## src/verilog/flag_core_defs.svh

```systemverilog
// Register offsets, field positions, reset values and timing counts of the flag and timing core.
`ifndef FLAG_CORE_DEFS_SVH
`define FLAG_CORE_DEFS_SVH
`define OFF_CMD 8'h00
`define OFF_TIMING 8'h04
`define OFF_STATUS_WORD 8'hd0
`define OFF_MAIN_OPERAND 8'he0
`define OFF_SECOND_OPERAND 8'hf0
`define SW_CARRY 7
`define SW_HALF_CARRY 6
`define SW_USER_ZERO 5
`define SW_BANK_HIGH 4
`define SW_BANK_LOW 3
`define SW_SIGNED_WRAP 2
`define SW_USER_ONE 1
`define SW_ODD_ONES 0
`define RST_STATUS_WORD 8'h00
`define RST_MAIN_OPERAND 8'h00
`define RST_SECOND_OPERAND 8'h00
`define CLOCKS_PER_MACHINE_CYCLE 4
`define BANK_SPAN_SHIFT 3
`endif

```

## src/verilog/flag_core_pkg.sv

```systemverilog
// Types shared by the flag and timing core.
package flag_core_pkg;
	typedef enum logic [1:0] {
		ST_IDLE = 2'b01,
		ST_RUN = 2'b10
	} run_state_t;
	typedef logic [7:0] byte_t;
endpackage
```

## src/verilog/flag_core.sv

```systemverilog
// Program status flags, operand registers and machine-cycle timing of the 8-bit core, on AHB-Lite.
`timescale 1ns/1ps
`include "flag_core_defs.svh"

module flag_core #(
	parameter int CLOCKS_PER_MC = `CLOCKS_PER_MACHINE_CYCLE
) (
	input wire logic clk,
	input wire logic srst,
	input wire logic hsel,
	input wire logic [31:0] haddr,
	input wire logic [1:0] htrans,
	input wire logic hwrite,
	input wire logic [2:0] hsize,
	input wire logic [31:0] hwdata,
	input wire logic hready,
	output logic [31:0] hrdata,
	output logic hreadyout,
	output logic hresp,
	output logic fetch_strobe,
	output logic machine_cycle_end,
	output logic busy,
	output logic [4:0] bank_base,
	output flag_core_pkg::byte_t status_word
);
	import flag_core_pkg::*;

	localparam int PW = $clog2(CLOCKS_PER_MC);

	initial begin
		if (CLOCKS_PER_MC != 4) begin
			$error("flag_core: a machine cycle must be four clocks");
		end
	end

	run_state_t state_r;
	logic [PW-1:0] phase_r;
	logic [2:0] mc_r;
	logic [1:0] bytes_r;
	logic [2:0] cycles_r;
	logic [2:0] last_cycles_r;
	byte_t opcode_r;
	byte_t op1_r;
	byte_t op2_r;
	byte_t acc_r;
	byte_t b_r;
	logic cy_r, ac_r, ov_r, f0_r, f1_r, rs1_r, rs0_r, par_r;
	logic wr_pend_r;
	logic [7:0] wr_addr_r;

	// Bus slave: zero wait states, so every transfer completes in its first data-phase cycle.
	wire addr_phase = hsel & hready & htrans[1];
	wire [7:0] a_off = haddr[7:0];
	wire a_hit_cmd = haddr[31:8] == 24'h000000 && a_off == `OFF_CMD;
	wire a_hit_tim = haddr[31:8] == 24'h000000 && a_off == `OFF_TIMING;
	wire a_hit_sw = haddr[31:8] == 24'h000000 && a_off == `OFF_STATUS_WORD;
	wire a_hit_acc = haddr[31:8] == 24'h000000 && a_off == `OFF_MAIN_OPERAND;
	wire a_hit_b = haddr[31:8] == 24'h000000 && a_off == `OFF_SECOND_OPERAND;
	wire wr_cmd = wr_pend_r && wr_addr_r == `OFF_CMD;
	wire wr_sw = wr_pend_r && wr_addr_r == `OFF_STATUS_WORD;
	wire wr_acc = wr_pend_r && wr_addr_r == `OFF_MAIN_OPERAND;
	wire wr_b = wr_pend_r && wr_addr_r == `OFF_SECOND_OPERAND;

	wire byte_t sw_now = {cy_r, ac_r, f0_r, rs1_r, rs0_r, ov_r, f1_r, par_r};
	wire [31:0] tim_word = {24'h000000, last_cycles_r, mc_r, 1'b0, state_r == ST_RUN};
	wire [31:0] rd_word = a_hit_cmd ? {8'h00, op2_r, op1_r, opcode_r} :
		a_hit_tim ? tim_word :
		a_hit_sw ? {24'h000000, sw_now} :
		a_hit_acc ? {24'h000000, acc_r} :
		a_hit_b ? {24'h000000, b_r} : 32'h00000000;

	// Length decode: bytes in [4:3], machine cycles in [2:0].
	function automatic logic [4:0] decode_len(input byte_t op);
		logic jump;
		logic [1:0] nb;
		// Both the absolute jump and the absolute call end in 1, whichever their upper nibble.
		jump = op[3:0] == 4'h1 || op == 8'h02 || op == 8'h12 || op == 8'h80 || op[7:4] == 4'hb && op[3:2] != 2'b00;
		nb = 2'd1;
		if (op[3:0] == 4'h1 || op == 8'h80 || op == 8'h24 || op == 8'h25 || op == 8'h34 || op == 8'h35 ||
			op == 8'h94 || op == 8'h95 || op == 8'h54 || op == 8'h55 || op == 8'h52 || op == 8'h82 ||
			op == 8'hb0 || op == 8'h72 || op == 8'ha0 || op == 8'ha2) begin
			nb = 2'd2;
		end else if (op == 8'h02 || op == 8'h12 || op == 8'h53 || op[7:4] == 4'hb && op[3:2] != 2'b00) begin
			nb = 2'd3;
		end
		decode_len = {nb, 1'b0, nb} + {4'h0, jump};
	endfunction

	wire [4:0] len = decode_len(hwdata[7:0]);
	wire launch = wr_cmd && state_r == ST_IDLE;
	wire phase_last = phase_r == PW'(CLOCKS_PER_MC - 1);
	wire commit = state_r == ST_RUN && phase_last && mc_r == cycles_r - 3'd1;

	// Operation classes.
	wire is_add = opcode_r[7:4] == 4'h2 && opcode_r[3:2] != 2'b00;
	wire is_addc = opcode_r[7:4] == 4'h3 && opcode_r[3:2] != 2'b00;
	wire is_subb = opcode_r[7:4] == 4'h9 && opcode_r[3:2] != 2'b00;
	wire is_mul = opcode_r == 8'ha4;
	wire is_div = opcode_r == 8'h84;
	wire is_da = opcode_r == 8'hd4;
	wire is_rrc = opcode_r == 8'h13;
	wire is_rlc = opcode_r == 8'h33;
	wire is_cjne = opcode_r[7:4] == 4'hb && opcode_r[3:2] != 2'b00;
	wire bit_in = op1_r[0];

	// Adder shared by add, add-with-carry and subtract; subtract adds the complement.
	wire cin = is_addc ? cy_r : (is_subb ? ~cy_r : 1'b0);
	wire byte_t src = is_subb ? ~op1_r : op1_r;
	wire [4:0] lo_sum = {1'b0, acc_r[3:0]} + {1'b0, src[3:0]} + {4'h0, cin};
	wire [7:0] b6_sum = {1'b0, acc_r[6:0]} + {1'b0, src[6:0]} + {7'h00, cin};
	wire [8:0] full_sum = {1'b0, acc_r} + {1'b0, src} + {8'h00, cin};
	// A subtract borrow is the inverted carry of the complement add.
	wire ar_cy = is_subb ? ~full_sum[8] : full_sum[8];
	wire ar_ac = is_subb ? ~lo_sum[4] : lo_sum[4];
	wire ar_ov = full_sum[8] ^ b6_sum[7];

	wire [15:0] product = acc_r * b_r;
	wire byte_t quot = b_r == 8'h00 ? acc_r : acc_r / b_r;
	wire byte_t remd = b_r == 8'h00 ? b_r : acc_r % b_r;

	wire da_lo = acc_r[3:0] > 4'h9 || ac_r;
	wire [8:0] da_step = {1'b0, acc_r} + (da_lo ? 9'h006 : 9'h000);
	wire da_hi = da_step[8] || cy_r || da_step[7:4] > 4'h9;
	wire [8:0] da_res = da_step + (da_hi ? 9'h060 : 9'h000);

	wire byte_t cmp_a = opcode_r[3:1] == 3'b010 ? acc_r : op1_r;
	wire byte_t cmp_b = opcode_r[3:1] == 3'b010 ? op1_r : op2_r;

	// Result of the instruction, applied only at the end of its last machine cycle.
	byte_t acc_res, b_res;
	logic cy_res, ac_res, ov_res;
	always_comb begin
		acc_res = acc_r;
		b_res = b_r;
		cy_res = cy_r;
		ac_res = ac_r;
		ov_res = ov_r;
		if (is_add || is_addc || is_subb) begin
			acc_res = full_sum[7:0];
			cy_res = ar_cy;
			ac_res = ar_ac;
			ov_res = ar_ov;
		end else if (is_mul) begin
			acc_res = product[7:0];
			b_res = product[15:8];
			cy_res = 1'b0;
			ov_res = product[15:8] != 8'h00;
		end else if (is_div) begin
			// Divide by zero leaves both operands as they were and flags the wrap.
			acc_res = quot;
			b_res = remd;
			cy_res = 1'b0;
			ov_res = b_r == 8'h00;
		end else if (is_da) begin
			acc_res = da_res[7:0];
			cy_res = cy_r | da_res[8] | da_hi;
		end else if (is_rrc) begin
			acc_res = {cy_r, acc_r[7:1]};
			cy_res = acc_r[0];
		end else if (is_rlc) begin
			acc_res = {acc_r[6:0], cy_r};
			cy_res = acc_r[7];
		end else if (is_cjne) begin
			cy_res = cmp_a < cmp_b;
		end else if (opcode_r == 8'hd3) begin
			cy_res = 1'b1;
		end else if (opcode_r == 8'hc3) begin
			cy_res = 1'b0;
		end else if (opcode_r == 8'hb3) begin
			cy_res = ~cy_r;
		end else if (opcode_r == 8'h82) begin
			cy_res = cy_r & bit_in;
		end else if (opcode_r == 8'hb0) begin
			cy_res = cy_r & ~bit_in;
		end else if (opcode_r == 8'h72) begin
			cy_res = cy_r | bit_in;
		end else if (opcode_r == 8'ha0) begin
			cy_res = cy_r | ~bit_in;
		end else if (opcode_r == 8'ha2) begin
			cy_res = bit_in;
		end
	end

	// A finishing instruction wins over a bus write to the same register in the same cycle.
	wire byte_t acc_nxt = commit ? acc_res : (wr_acc ? hwdata[7:0] : acc_r);
	wire byte_t b_nxt = commit ? b_res : (wr_b ? hwdata[7:0] : b_r);
	wire cy_nxt = commit ? cy_res : (wr_sw ? hwdata[`SW_CARRY] : cy_r);
	wire ac_nxt = commit ? ac_res : (wr_sw ? hwdata[`SW_HALF_CARRY] : ac_r);
	wire ov_nxt = commit ? ov_res : (wr_sw ? hwdata[`SW_SIGNED_WRAP] : ov_r);
	wire [PW-1:0] phase_nxt = state_r == ST_RUN && !phase_last ? phase_r + PW'(1) : '0;
	wire [2:0] mc_nxt = launch ? 3'd0 : (state_r == ST_RUN && phase_last ? mc_r + 3'd1 : mc_r);

	always_ff @(posedge clk) begin
		if (srst) begin
			wr_pend_r <= 1'b0;
			wr_addr_r <= 8'h00;
			hrdata <= 32'h00000000;
		end else begin
			wr_pend_r <= addr_phase & hwrite;
			wr_addr_r <= a_off;
			if (addr_phase && !hwrite) begin
				hrdata <= rd_word;
			end
		end
	end

	always_ff @(posedge clk) begin
		if (srst) begin
			state_r <= ST_IDLE;
			phase_r <= '0;
			mc_r <= 3'd0;
			bytes_r <= 2'd0;
			cycles_r <= 3'd0;
			last_cycles_r <= 3'd0;
			opcode_r <= 8'h00;
			op1_r <= 8'h00;
			op2_r <= 8'h00;
		end else begin
			phase_r <= phase_nxt;
			mc_r <= mc_nxt;
			if (launch) begin
				state_r <= ST_RUN;
				opcode_r <= hwdata[7:0];
				op1_r <= hwdata[15:8];
				op2_r <= hwdata[23:16];
				bytes_r <= len[4:3];
				cycles_r <= len[2:0];
			end else if (commit) begin
				state_r <= ST_IDLE;
				last_cycles_r <= cycles_r;
			end
		end
	end

	always_ff @(posedge clk) begin
		if (srst) begin
			acc_r <= `RST_MAIN_OPERAND;
			b_r <= `RST_SECOND_OPERAND;
			{cy_r, ac_r, f0_r, rs1_r, rs0_r, ov_r, f1_r, par_r} <= `RST_STATUS_WORD;
		end else begin
			acc_r <= acc_nxt;
			b_r <= b_nxt;
			cy_r <= cy_nxt;
			ac_r <= ac_nxt;
			ov_r <= ov_nxt;
			par_r <= ^acc_nxt;
			if (wr_sw) begin
				f0_r <= hwdata[`SW_USER_ZERO];
				f1_r <= hwdata[`SW_USER_ONE];
				rs1_r <= hwdata[`SW_BANK_HIGH];
				rs0_r <= hwdata[`SW_BANK_LOW];
			end
		end
	end

	assign hreadyout = 1'b1;
	assign hresp = 1'b0;
	assign busy = state_r == ST_RUN;
	assign fetch_strobe = state_r == ST_RUN && phase_r == '0 && mc_r < {1'b0, bytes_r};
	assign machine_cycle_end = state_r == ST_RUN && phase_last;
	assign bank_base = 5'({rs1_r, rs0_r}) << `BANK_SPAN_SHIFT;
	assign status_word = sw_now;
endmodule

```

## config.mk

```make
export PLATFORM = sky130hd
export DESIGN_NAME = flag_core
export DESIGN_NICKNAME = d
export VERILOG_FILES = /design/src/verilog/flag_core_pkg.sv /design/src/verilog/flag_core.sv
export VERILOG_INCLUDE_DIRS = /design/src /design/src/verilog
export SDC_FILE = /design/constraint.sdc
export NUM_CORES = 1
export LEC_CHECK = 0
export BUFFER_PORTS_ARGS = -buffer_cell sky130_fd_sc_hd__buf_2
export CORE_UTILIZATION = 29
export DETAILED_ROUTE_END_ITERATION = 16
export PLACE_DENSITY = 0.47
export SYNTH_ARGS = -nofsm -noshare
export SYNTH_HDL_FRONTEND = slang
export SYNTH_SLANG_ARGS = --single-unit
```

## constraint.sdc

```tcl
create_clock -name clk -period 15.8 [get_ports clk]
set_input_delay 0 -clock clk [delete_from_list [all_inputs] [get_ports clk]]
set_output_delay 0 -clock clk [all_outputs]
set_load 0.005 [all_outputs]
```

==> results of run 1 <==
==> placed cells by master (no fill, tap or decap), drive strengths merged, types with 34 or more instances in the layout <==
master	instances
a21oi	93
buf	118
dfxtp	96
fa	41
ha	102
inv	81
mux2i	42
nand2	169
nor2	116
nor3	34
o21ai	44
xnor2	40
==> worst max-delay path: cells and delay by family, from the launching register on <==
family | cells | cell delay [ps]
simple gates | 12 | 3310
fa+ha+maj | 7 | 2400
flops | 1 | 570
mux | 3 | 1020
compound gates | 25 | 5790
xor+xnor | 2 | 520
==> cells in the mapped netlist (5+ instances only) <==
library cell	number	area, um^2
mux2_2	29	327
xnor2_1	40	350
inv_1	81	304
nor4_1	17	106
nand4_1	5	31.3
fa_1	41	821
nand3_1	19	95.1
buf_4	23	173
a21o_1	9	67.6
buf_2	7	35.0
a211oi_1	14	105
o211ai_1	8	60.1
a21oi_1	93	465
xor2_1	13	114
a22oi_1	18	135
and2_1	22	138
nor2b_1	18	113
clkbuf_1	68	255
a221oi_1	8	70.1
nor2_1	116	435
and3_1	6	37.5
or3_1	6	37.5
o21a_1	13	97.6
nor3_1	33	165
nand2_1	169	634
ha_1	102	1280
o221ai_1	8	70.1
o21ai_0	43	215
dfxtp_1	96	1920
mux2i_1	42	420
a31oi_1	12	75.1
nand2b_1	12	75.1
o31ai_1	5	37.5
o22ai_1	5	31.3
or2_2	6	37.5
==> logic make-up after synthesis <==
group | Yosys count | share of synthesized area
AOI/OAI and AO/OA | 283 | 0.181
xor gates and xnor gates | 57 | 0.0542
adders and majority gates | 143 | 0.204
buffers and inverters | 184 | 0.0774
DFF | 96 | 0.187
muxes | 75 | 0.0786
other | 2 | 0.000731
and+or+nand+nor | 462 | 0.216
==> cell type report <==
| type | count | area share |
|---|---|---|
| inverters | 82 | 0.0264 |
| repair buffers | 149 | 0.0815 |
| flip-flops and latches | 96 | 0.165 |
| clock buffers | 14 | 0.0226 |
| multi-input cells | 1033 | 0.653 |
| clock inverters | 2 | 0.00322 |
| well taps | 455 | 0.0488 |
==> registers in the layout, indices dropped and copies added (netlist names), 2 cells and up <==
signal,count
opcode_r,8
cycles_r,3
b_r,8
op2_r,8
op1_r,8
acc_r,8
state_r,2
mc_r,3
hrdata,24
last_cycles_r,3
bytes_r,2
phase_r,2
wr_addr_r,8
==> how the worst max path moves through the flow <==
stage	slack, ps	start	endpoint
floorplan	4120	b_r[0]	par_r
global placement	2190	b_r[7]	par_r
detailed placement	2100	b_r[7]	par_r
CTS	2060	b_r[7]	par_r
global route	820	b_r[7]	par_r
finish	2090	b_r[7]	par_r
==> report_power, final <==
group          switching (W)  internal (W)  leakage (nW)
logic              0.0000197     0.0000164          4.05
clock network      0.0000993      0.000132         0.143
registers         0.00000110      0.000243         0.775
total               0.000120      0.000392          4.97
==> per-stage QoR <==
stage                     worst slack [ps]  instances  area [um^2]
after global routing                   819       1831        11700
final                                 2090       1831        11700
after detailed placement              2100       1784        11000
after global placement                2190       1784        11000
after CTS                             2060       1831        11700
after floorplan                       4120       1313        10300
==> per-layer routing <==
layer | up-vias | GRT usage
li1 | 4664 | -
met2 | 236 | 0.313
met3 | 46 | 0.0181
met5 | - | 0
met4 | 0 | 0.0683
met1 | 4499 | 0.247
==> out/metrics.csv, run 1 <==
stage,metric,value,unit
clock_network,post-CTS setup buffer count,0,
clock_network,Max Buffers Root-to-Sink,2,
worst_setup_path,"slowest stage delay, CP",650,ps
final_layout,fin util,0.336,
routing,Remaining DRCs,0,
place,Buffers on Ports,98,
worst_setup_path,Critical R2R Capture,par_r,
timing,number of failing hold endpoints at the final stage,0,
clock_network,cts hold-fix bufs,31,
logic_synthesis,synth warn,0,
clock_network,clk_lat worst skew,360,ps
worst_setup_path,r2r setup slk,2090,ps
worst_setup_path,kind of critical path,reg -> reg,
power_and_ir_drop,VDD IR max,66.7,uV
routing,Detailed Route WL,33300,um
clock_network,TritonCTS clock tree,yes,
timing,Tcrit/Tclk final,0.868,
timing,RSZ-0062 raised after global routing,no,
clock_network,Sink Count,96,
floorplanning,die area,36200,um^2
logic_synthesis,Mean Syn Cell Area,7.89,um^2
routing,met2 wire len,15600,um
worst_hold_path,Worst Hold Path EP,opcode_r[6],
routing,via/cell ratio,5.16,
timing,Max Clk Rate,0.0729,GHz
power_and_ir_drop,P_leak,4.97,nW
global_routing,initial antenna violation count,0,
logic_synthesis,synthesized instance count,1302,
place,gpl congestion,0.868,
timing,Slew @ Worst Pin,854,ps
logic_synthesis,ys async rst share,0,
global_routing,GR Util All Layers,0.187,
final_layout,FF/Latch Area,1920,um^2
timing,Slew Limit Fails,0,
clock_network,H-tree depth,3,
final_layout,share of layout cells above drive strength 1,0.140,
clock_network,post_cts resized,0,
worst_setup_path,worst reg-to-reg path cell count,49,
routing,routed wl met3,1070,um
worst_setup_path,crit-path max FO,13,
flow_run,max capacitance violation total,0,
logic_synthesis,sequential-to-total area share from yosys stat,0.187,
routing,First-pass DRT Iterations,4,
floorplanning,initial core utilization,0.296,
timing,min Tclk post-route,13710,ps
logic_synthesis,Yosys cell types,87,
place,Post-DP HPWL,24500,um
final_layout,area of the multi-input gates,7610,um^2
floorplanning,die height,190,um
floorplanning,site row count,68,
worst_hold_path,hold path depth,3,
timing,skew final,11.7,ps
global_routing,largest net degree at the start of global routing,55,
worst_setup_path,Worst Path Required,16100,ps
logic_synthesis,Synth Cell Area,10300,um^2
floorplanning,IO Count,124,
final_layout,area grow syn2layout,13.6,%
final_layout,antenna cells,0,
worst_setup_path,FF-to-FF Start,b_r[7],
routing,M1 WL,15700,um
global_routing,first-pass GRT wire length,52400,um
clock_network,total CTS buffers,9,
outcome,status,"finished, final reports clean",
routing,vias after detailed routing,9445,
worst_setup_path,nature of the critical path startpoint,register,
floorplanning,core area,34700,um^2
worst_hold_path,HP Class,in -> reg,
timing,relative slew slack,0.426,
routing,Final ANT Viol Nets,0,
timing,Fin Setup TNS,0,ps
global_routing,vias in the first global route,9186,
clock_network,Root Driver,clkbuf_16,
routing,Initial DRC Count,494,
timing,worst hold slack,28.1,ps
routing,mean routed wirelength per cell,18.2,um
logic_synthesis,Yosys reg bits,96,
timing,Finish-stage setup viols,0,
power_and_ir_drop,Pwr Total,0.000512,W
clock_network,clock-pin slew on the worst setup and hold paths,80,ps
routing,DR top layer,met4,
power_and_ir_drop,PwrDens,43.9,nW/um^2
worst_hold_path,worst hold path startpoint,hwdata[6],
final_layout,fin nets,1588,
floorplanning,die extent in x,190,um
worst_setup_path,worst path arrival time,14010,ps
final_layout,filler cell count in the final layout,3756,
global_routing,total grt overflow,0,
logic_synthesis,Post-synth EDFFs,0,
worst_setup_path,CP max-delay cell,nor4_2,
worst_setup_path,nature of the critical path endpoint,register,
logic_synthesis,Synth Flop Type,dfxtp_1,
Note: power is estimated with default switching activity, not from simulation.
==> run 2, diff against run 1 <==
Settings changed: ABC_AREA from default to 1, PLACE_DENSITY 0.47 to 0.46.
==> out/metrics.csv, run 2 <==
stage,metric,value,unit
outcome,status,"finished, final reports clean",
worst_setup_path,worst path bufs/invs,9,
timing,Max Clk Rate,0.0891,GHz
logic_synthesis,Post-synth EDFFs,0,
timing,Slew Limit Fails,0,
power_and_ir_drop,sequential power share,0.456,
worst_setup_path,worst reg-to-reg path cell count,64,
worst_setup_path,"slowest stage delay, CP",790,ps
worst_hold_path,worst hold path startpoint,hwdata[0],
worst_setup_path,CP most frequent cell,nand2_1,
final_layout,share of layout cells above drive strength 1,0.0975,
clock_network,TritonCTS clock tree,yes,
place,gpl congestion,0.866,
floorplanning,initial core utilization,0.298,
power_and_ir_drop,PwrDens,43.7,nW/um^2
final_layout,filler cell count in the final layout,4164,
routing,Initial DRC Count,687,
place,Post-DP HPWL,28700,um
worst_hold_path,HP Class,in -> reg,
routing,mean routed wirelength per cell,16.0,um
flow_run,max capacitance violation total,0,
place,dpl cells,2275,
floorplanning,site row count,70,
clock_network,clk_lat worst skew,370,ps
routing,Detailed Route WL,37200,um
final_layout,area of the multi-input gates,7540,um^2
worst_hold_path,Worst Hold Path EP,opcode_r[0],
timing,Fin Setup TNS,0,ps
worst_hold_path,hold path depth,3,
timing,skew final,15.0,ps
timing,number of failing hold endpoints at the final stage,0,
power_and_ir_drop,P_int,0.000393,W
global_routing,vias in the first global route,10800,
logic_synthesis,synth warn,0,
logic_synthesis,Yosys reg bits,96,
logic_synthesis,Yosys cell types,52,
clock_network,post_cts resized,0,
global_routing,total grt overflow,0,
place,Buffers on Ports,98,
worst_setup_path,crit-path max FO,13,
floorplanning,die area,38700,um^2
final_layout,number of flip-flops in the largest register,24,
global_routing,first-pass GRT wire length,59000,um
power_and_ir_drop,VDD IR max,69.9,uV
logic_synthesis,Synth Flop Type,dfxtp_1,
final_layout,most frequent cells in the layout,"nand2_1, inv_1, nand3_1",
logic_synthesis,Mean Syn Cell Area,6.36,um^2
worst_setup_path,kind of critical path,reg -> reg,
global_routing,GR Util All Layers,0.195,
global_routing,grt met3 use,0.0161,
worst_setup_path,nature of the critical path startpoint,register,
worst_setup_path,WP depth,64,
power_and_ir_drop,P_leak,6.75,nW
floorplanning,IO Count,124,
timing,min Tclk post-route,11220,ps
logic_synthesis,synthesized instance count,1728,
worst_setup_path,Worst Path Required,16060,ps
timing,Finish-stage setup viols,0,
clock_network,Max Buffers Root-to-Sink,2,
global_routing,GR Util met1,0.267,
timing,Tcrit/Tclk final,0.710,
logic_synthesis,most common cell in the synthesized netlist,nand2_1,
clock_network,total CTS buffers,9,
final_layout,antenna cells,0,
routing,via/cell ratio,4.78,
floorplanning,die height,197,um
timing,relative slew slack,0.152,
clock_network,clock-pin slew on the worst setup and hold paths,80,ps
routing,vias after detailed routing,11100,
power_and_ir_drop,clock power share,0.417,
worst_setup_path,r2r setup slk,4580,ps
logic_synthesis,sequential-to-total area share from yosys stat,0.175,
global_routing,largest net degree at the start of global routing,45,
timing,worst hold slack,19.3,ps
worst_setup_path,Critical R2R Capture,b_r[0],
clock_network,Root Driver,clkbuf_16,
power_and_ir_drop,Sw Share,0.274,
logic_synthesis,Synth area leaders,"dfxtp_1, nand2_1, ha_1",
clock_network,Sink Count,96,
logic_synthesis,Synth Cell Area,11000,um^2
logic_synthesis,ys async rst share,0,
worst_setup_path,FF-to-FF Start,b_r[0],
routing,Final ANT Viol Nets,0,
power_and_ir_drop,sw power,0.000149,W
logic_synthesis,commonest cells in the netlist,"nand2_1, inv_1, nand3_1",
final_layout,Layout Cells excl Fill,2319,
routing,First-pass DRT Iterations,5,
global_routing,met2 Resource Use GR,0.326,
floorplanning,die extent in x,197,um
worst_setup_path,critical path's top delay family,simple AND/OR/NAND/NOR gates,
final_layout,Largest Register,hrdata,
timing,Slew @ Worst Pin,1270,ps
power_and_ir_drop,combinational fraction of design power,0.127,
logic_synthesis,cell taking the most area after synthesis,dfxtp_1,
worst_setup_path,worst path arrival time,11480,ps
timing,RSZ-0062 raised after global routing,no,
final_layout,fin nets,2027,
routing,Remaining DRCs,0,
worst_setup_path,nature of the critical path endpoint,register,
global_routing,GR peak layer,met2,
final_layout,FF/Latch Area,1920,um^2
logic_synthesis,post-synth top area share,0.175,
final_layout,"most common cell after layout, fill and taps aside",nand2_1,
clock_network,H-tree depth,3,
worst_setup_path,CP max-delay cell,dfxtp_1,
final_layout,area grow syn2layout,12.8,%
floorplanning,core area,37000,um^2
global_routing,initial antenna violation count,0,
[run 2: changes by cell type in the layout (fill, tap and decap cells not counted), moves of 23 or more]
cell	before	now
inv_1	81	288
o22ai_1	5	28
nand3_1	19	119
mux2_2	29	0
xnor2_1	40	14
mux2i_1	42	0
o21ai_0	43	99
nand2_1	169	431
[run 2: worst max-delay path by stage]
stage           start  endpoint  slack, ps
2_1_floorplan  b_r[0]     par_r       6700
3_3_place_gp   b_r[0]     par_r       4680
3_5_place_dp   b_r[0]     par_r       4610
4_1_cts        b_r[0]    b_r[0]       4540
5_1_grt        b_r[0]    b_r[0]       3360
6_report       b_r[0]    b_r[0]       4580
[run 2: routing by layer]
layer  vias up  wire length (um)
met5         -                 0
met2       270             17100
met3        49              1530
li1       5670                 -
met1      5088             17700
met4         0               842
[run 2: worst reg2reg max path, delay by kind of cell (launching register included)]
family	cells	cell delay, ps
and+or+nand+nor	39	4520
AOI/OAI and AO/OA	8	1410
adders and majority gates	8	2710
buffers and inverters	9	1680
DFF	1	790
[run 2: area by class of cell]
type | instances | share of cell area
Multi-Input combinational cell | 1259 | 0.608
Sequential cell | 96 | 0.155
Inverter | 304 | 0.0922
Timing Repair Buffer | 140 | 0.0706
Tap cell | 504 | 0.0508
Clock buffer | 12 | 0.0215
Clock inverter | 4 | 0.00212
[run 2: cell families after synthesis]
logic type / count (synthesis) / share of synthesized area
simple gates: 759 / 0.300
fa+ha+maj: 143 / 0.191
xor+xnor: 47 / 0.0381
flops: 96 / 0.175
other cells: 2 / 0.000683
buf+inv: 384 / 0.144
compound gates: 297 / 0.152
[run 2: repair_timing]
action,in CTS,in global routing
buffers inserted,0,0
endpoints found under the hold margin,27,0
hold buffers,28,0
[run 2: through the flow]
step / setup slack, ps / power (W) / area [um^2] / utilization
final: 4580 / 0.000542 / 12400 / 0.336
after global routing: 3360 / 0.000562 / 12400 / 0.336
after CTS: 4540 / 0.000545 / 12400 / 0.336
after detailed placement: 4610 / 0.000316 / 11800 / 0.320
after global placement: 4680 / 0.000316 / 11800 / 0.320
after floorplan: 6700 / 0.000295 / 11000 / -
[run 2: power by group through the flow]
stage	combinational (W)	clock (W)	sequential, W
floorplan	0.0000424	0	0.000252
global placement	0.0000633	0	0.000253
detailed placement	0.0000630	0	0.000253
CTS	0.0000686	0.000229	0.000247
global route	0.0000778	0.000237	0.000247
finish	0.0000689	0.000226	0.000247
==> run 3, diff against run 2 <==
Clock period 15.8 ns to 11 ns, I/O delays scaled along.
==> out/metrics.csv, run 3 (synthesis gave the netlist of run 2 again) <==
stage,metric,value,unit
global_routing,GR Util All Layers,0.194,
routing,First-pass DRT Iterations,5,
routing,Final ANT Viol Nets,0,
timing,RSZ-0062 raised after global routing,no,
final_layout,share of layout cells above drive strength 1,0.103,
timing,Tcrit/Tclk final,0.903,
power_and_ir_drop,VDD IR max,74.6,uV
worst_setup_path,worst path arrival time,10200,ps
global_routing,total grt overflow,0,
timing,Max Clk Rate,0.101,GHz
worst_setup_path,worst reg-to-reg path cell count,66,
floorplanning,site row count,70,
worst_setup_path,crit-path max FO,10,
global_routing,first-pass GRT wire length,58500,um
worst_setup_path,critical path's top delay family,simple AND/OR/NAND/NOR gates,
floorplanning,initial core utilization,0.298,
worst_setup_path,CP most frequent cell,nand2_1,
place,dpl cells,2282,
worst_setup_path,FF-to-FF Start,b_r[0],
timing,Fin Setup TNS,0,ps
worst_setup_path,Critical R2R Capture,b_r[0],
clock_network,TritonCTS clock tree,yes,
floorplanning,die extent in x,197,um
clock_network,Sink Count,96,
timing,Slew @ Worst Pin,1160,ps
routing,Initial DRC Count,569,
final_layout,number of flip-flops in the largest register,24,
routing,mean routed wirelength per cell,15.9,um
final_layout,"most common cell after layout, fill and taps aside",nand2_1,
worst_hold_path,hold path depth,3,
routing,vias after detailed routing,11100,
final_layout,fin nets,2032,
clock_network,clock-pin slew on the worst setup and hold paths,70,ps
final_layout,most frequent cells in the layout,"nand2_1, inv_1, nand3_1",
place,Post-DP HPWL,29000,um
routing,via/cell ratio,4.79,
clock_network,H-tree depth,3,
final_layout,antenna cells,0,
power_and_ir_drop,P_leak,6.78,nW
worst_setup_path,"slowest stage delay, CP",360,ps
worst_setup_path,r2r setup slk,1070,ps
global_routing,largest net degree at the start of global routing,45,
worst_hold_path,Worst Hold Path EP,rs0_r,
floorplanning,core area,37000,um^2
floorplanning,die area,38700,um^2
worst_setup_path,nature of the critical path startpoint,register,
clock_network,Max Buffers Root-to-Sink,2,
final_layout,Layout Cells excl Fill,2322,
power_and_ir_drop,PwrDens,63.3,nW/um^2
clock_network,clk_lat worst skew,360,ps
final_layout,Largest Register,hrdata,
worst_setup_path,Worst Path Required,11270,ps
place,gpl congestion,0.876,
worst_setup_path,CP max-delay cell,ha_1,
worst_setup_path,kind of critical path,reg -> reg,
outcome,status,"finished, final reports clean",
global_routing,initial antenna violation count,0,
floorplanning,die height,197,um
final_layout,area grow syn2layout,13.3,%
timing,min Tclk post-route,9930,ps
worst_hold_path,HP Class,in -> reg,
routing,Remaining DRCs,0,
timing,Finish-stage setup viols,0,
timing,number of failing hold endpoints at the final stage,0,
routing,Detailed Route WL,36900,um
worst_setup_path,worst path bufs/invs,11,
timing,relative slew slack,0.226,
worst_setup_path,nature of the critical path endpoint,register,
worst_hold_path,worst hold path startpoint,hwdata[3],
floorplanning,IO Count,124,
place,Buffers on Ports,98,
clock_network,Root Driver,clkbuf_16,
timing,Slew Limit Fails,0,
flow_run,max capacitance violation total,0,
global_routing,vias in the first global route,10500,
timing,skew final,12.6,ps
clock_network,total CTS buffers,9,
[run 3: cell count changes in the layout (fill, tap and decap cells not counted), moves of 2 or more]
cell | previous run | this run
buf_4 | 14 | 21
clkinv_2 | 2 | 0
dlygate4sd3_1 | 28 | 26
inv_1 | 288 | 286
inv_2 | 11 | 13
[run 3: area by class of cell]
cell class | instances | area, um^2
timing repair buffer | 145 | 908
fill | 4164 | 24500
clock buffer | 12 | 267
tap | 504 | 631
inverter | 304 | 1150
clock inverter | 2 | 38.8
sequential | 96 | 1920
multi-input combinational | 1259 | 7550
[run 3: routing by layer]
layer,routed length (um),up-vias,global-route usage,share of wire
li1,-,5678,-,-
met1,17500,5143,0.266,0.47
met5,0,-,0,0
met2,17100,247,0.325,0.46
met3,1520,47,0.0183,0.041
met4,796,0,0.0528,0.022
[run 3: metrics by stage]
step           power (W)  hold WS (ps)  setup WS (ps)   util  area, um^2
5_1_grt         0.000822          34.2           10.2  0.337       12500
3_3_place_gp    0.000453           225            772  0.321       11900
4_1_cts         0.000795          11.0            668  0.337       12400
6_report        0.000789          26.8           1070  0.337       12500
2_1_floorplan   0.000423          78.7           1900      -       11000
3_5_place_dp    0.000453           233            708  0.321       11900
[run 3: report_power, final]
group / internal [W] / switching (W) / total (W)
sequential: 0.000352 / 0.00000262 / 0.000355
clock: 0.000193 / 0.000141 / 0.000334
combinational: 0.0000403 / 0.0000595 / 0.0000998
[run 3: how the worst max path moves through the flow]
stage	start	end	slack, ps	cells after the start
2_1_floorplan	b_r[0]	par_r	1900	72
3_3_place_gp	acc_r[7]	b_r[0]	770	63
3_5_place_dp	acc_r[7]	par_r	710	70
4_1_cts	b_r[0]	par_r	670	72
5_1_grt	b_r[0]	par_r	10	71
6_report	b_r[0]	b_r[0]	1070	66
[run 3: timing repair]
item	4_1_cts	5_1_grt
buffers inserted	0	0
hold endpoints to repair	25	0
hold buffers	26	0
resized for setup	0	7
setup endpoints to repair	0	10
[run 3: worst min-delay path: cells and delay by family]
family	cells	cell delay, ps
AOI/OAI and AO/OA	1	70
buffers and inverters	2	260
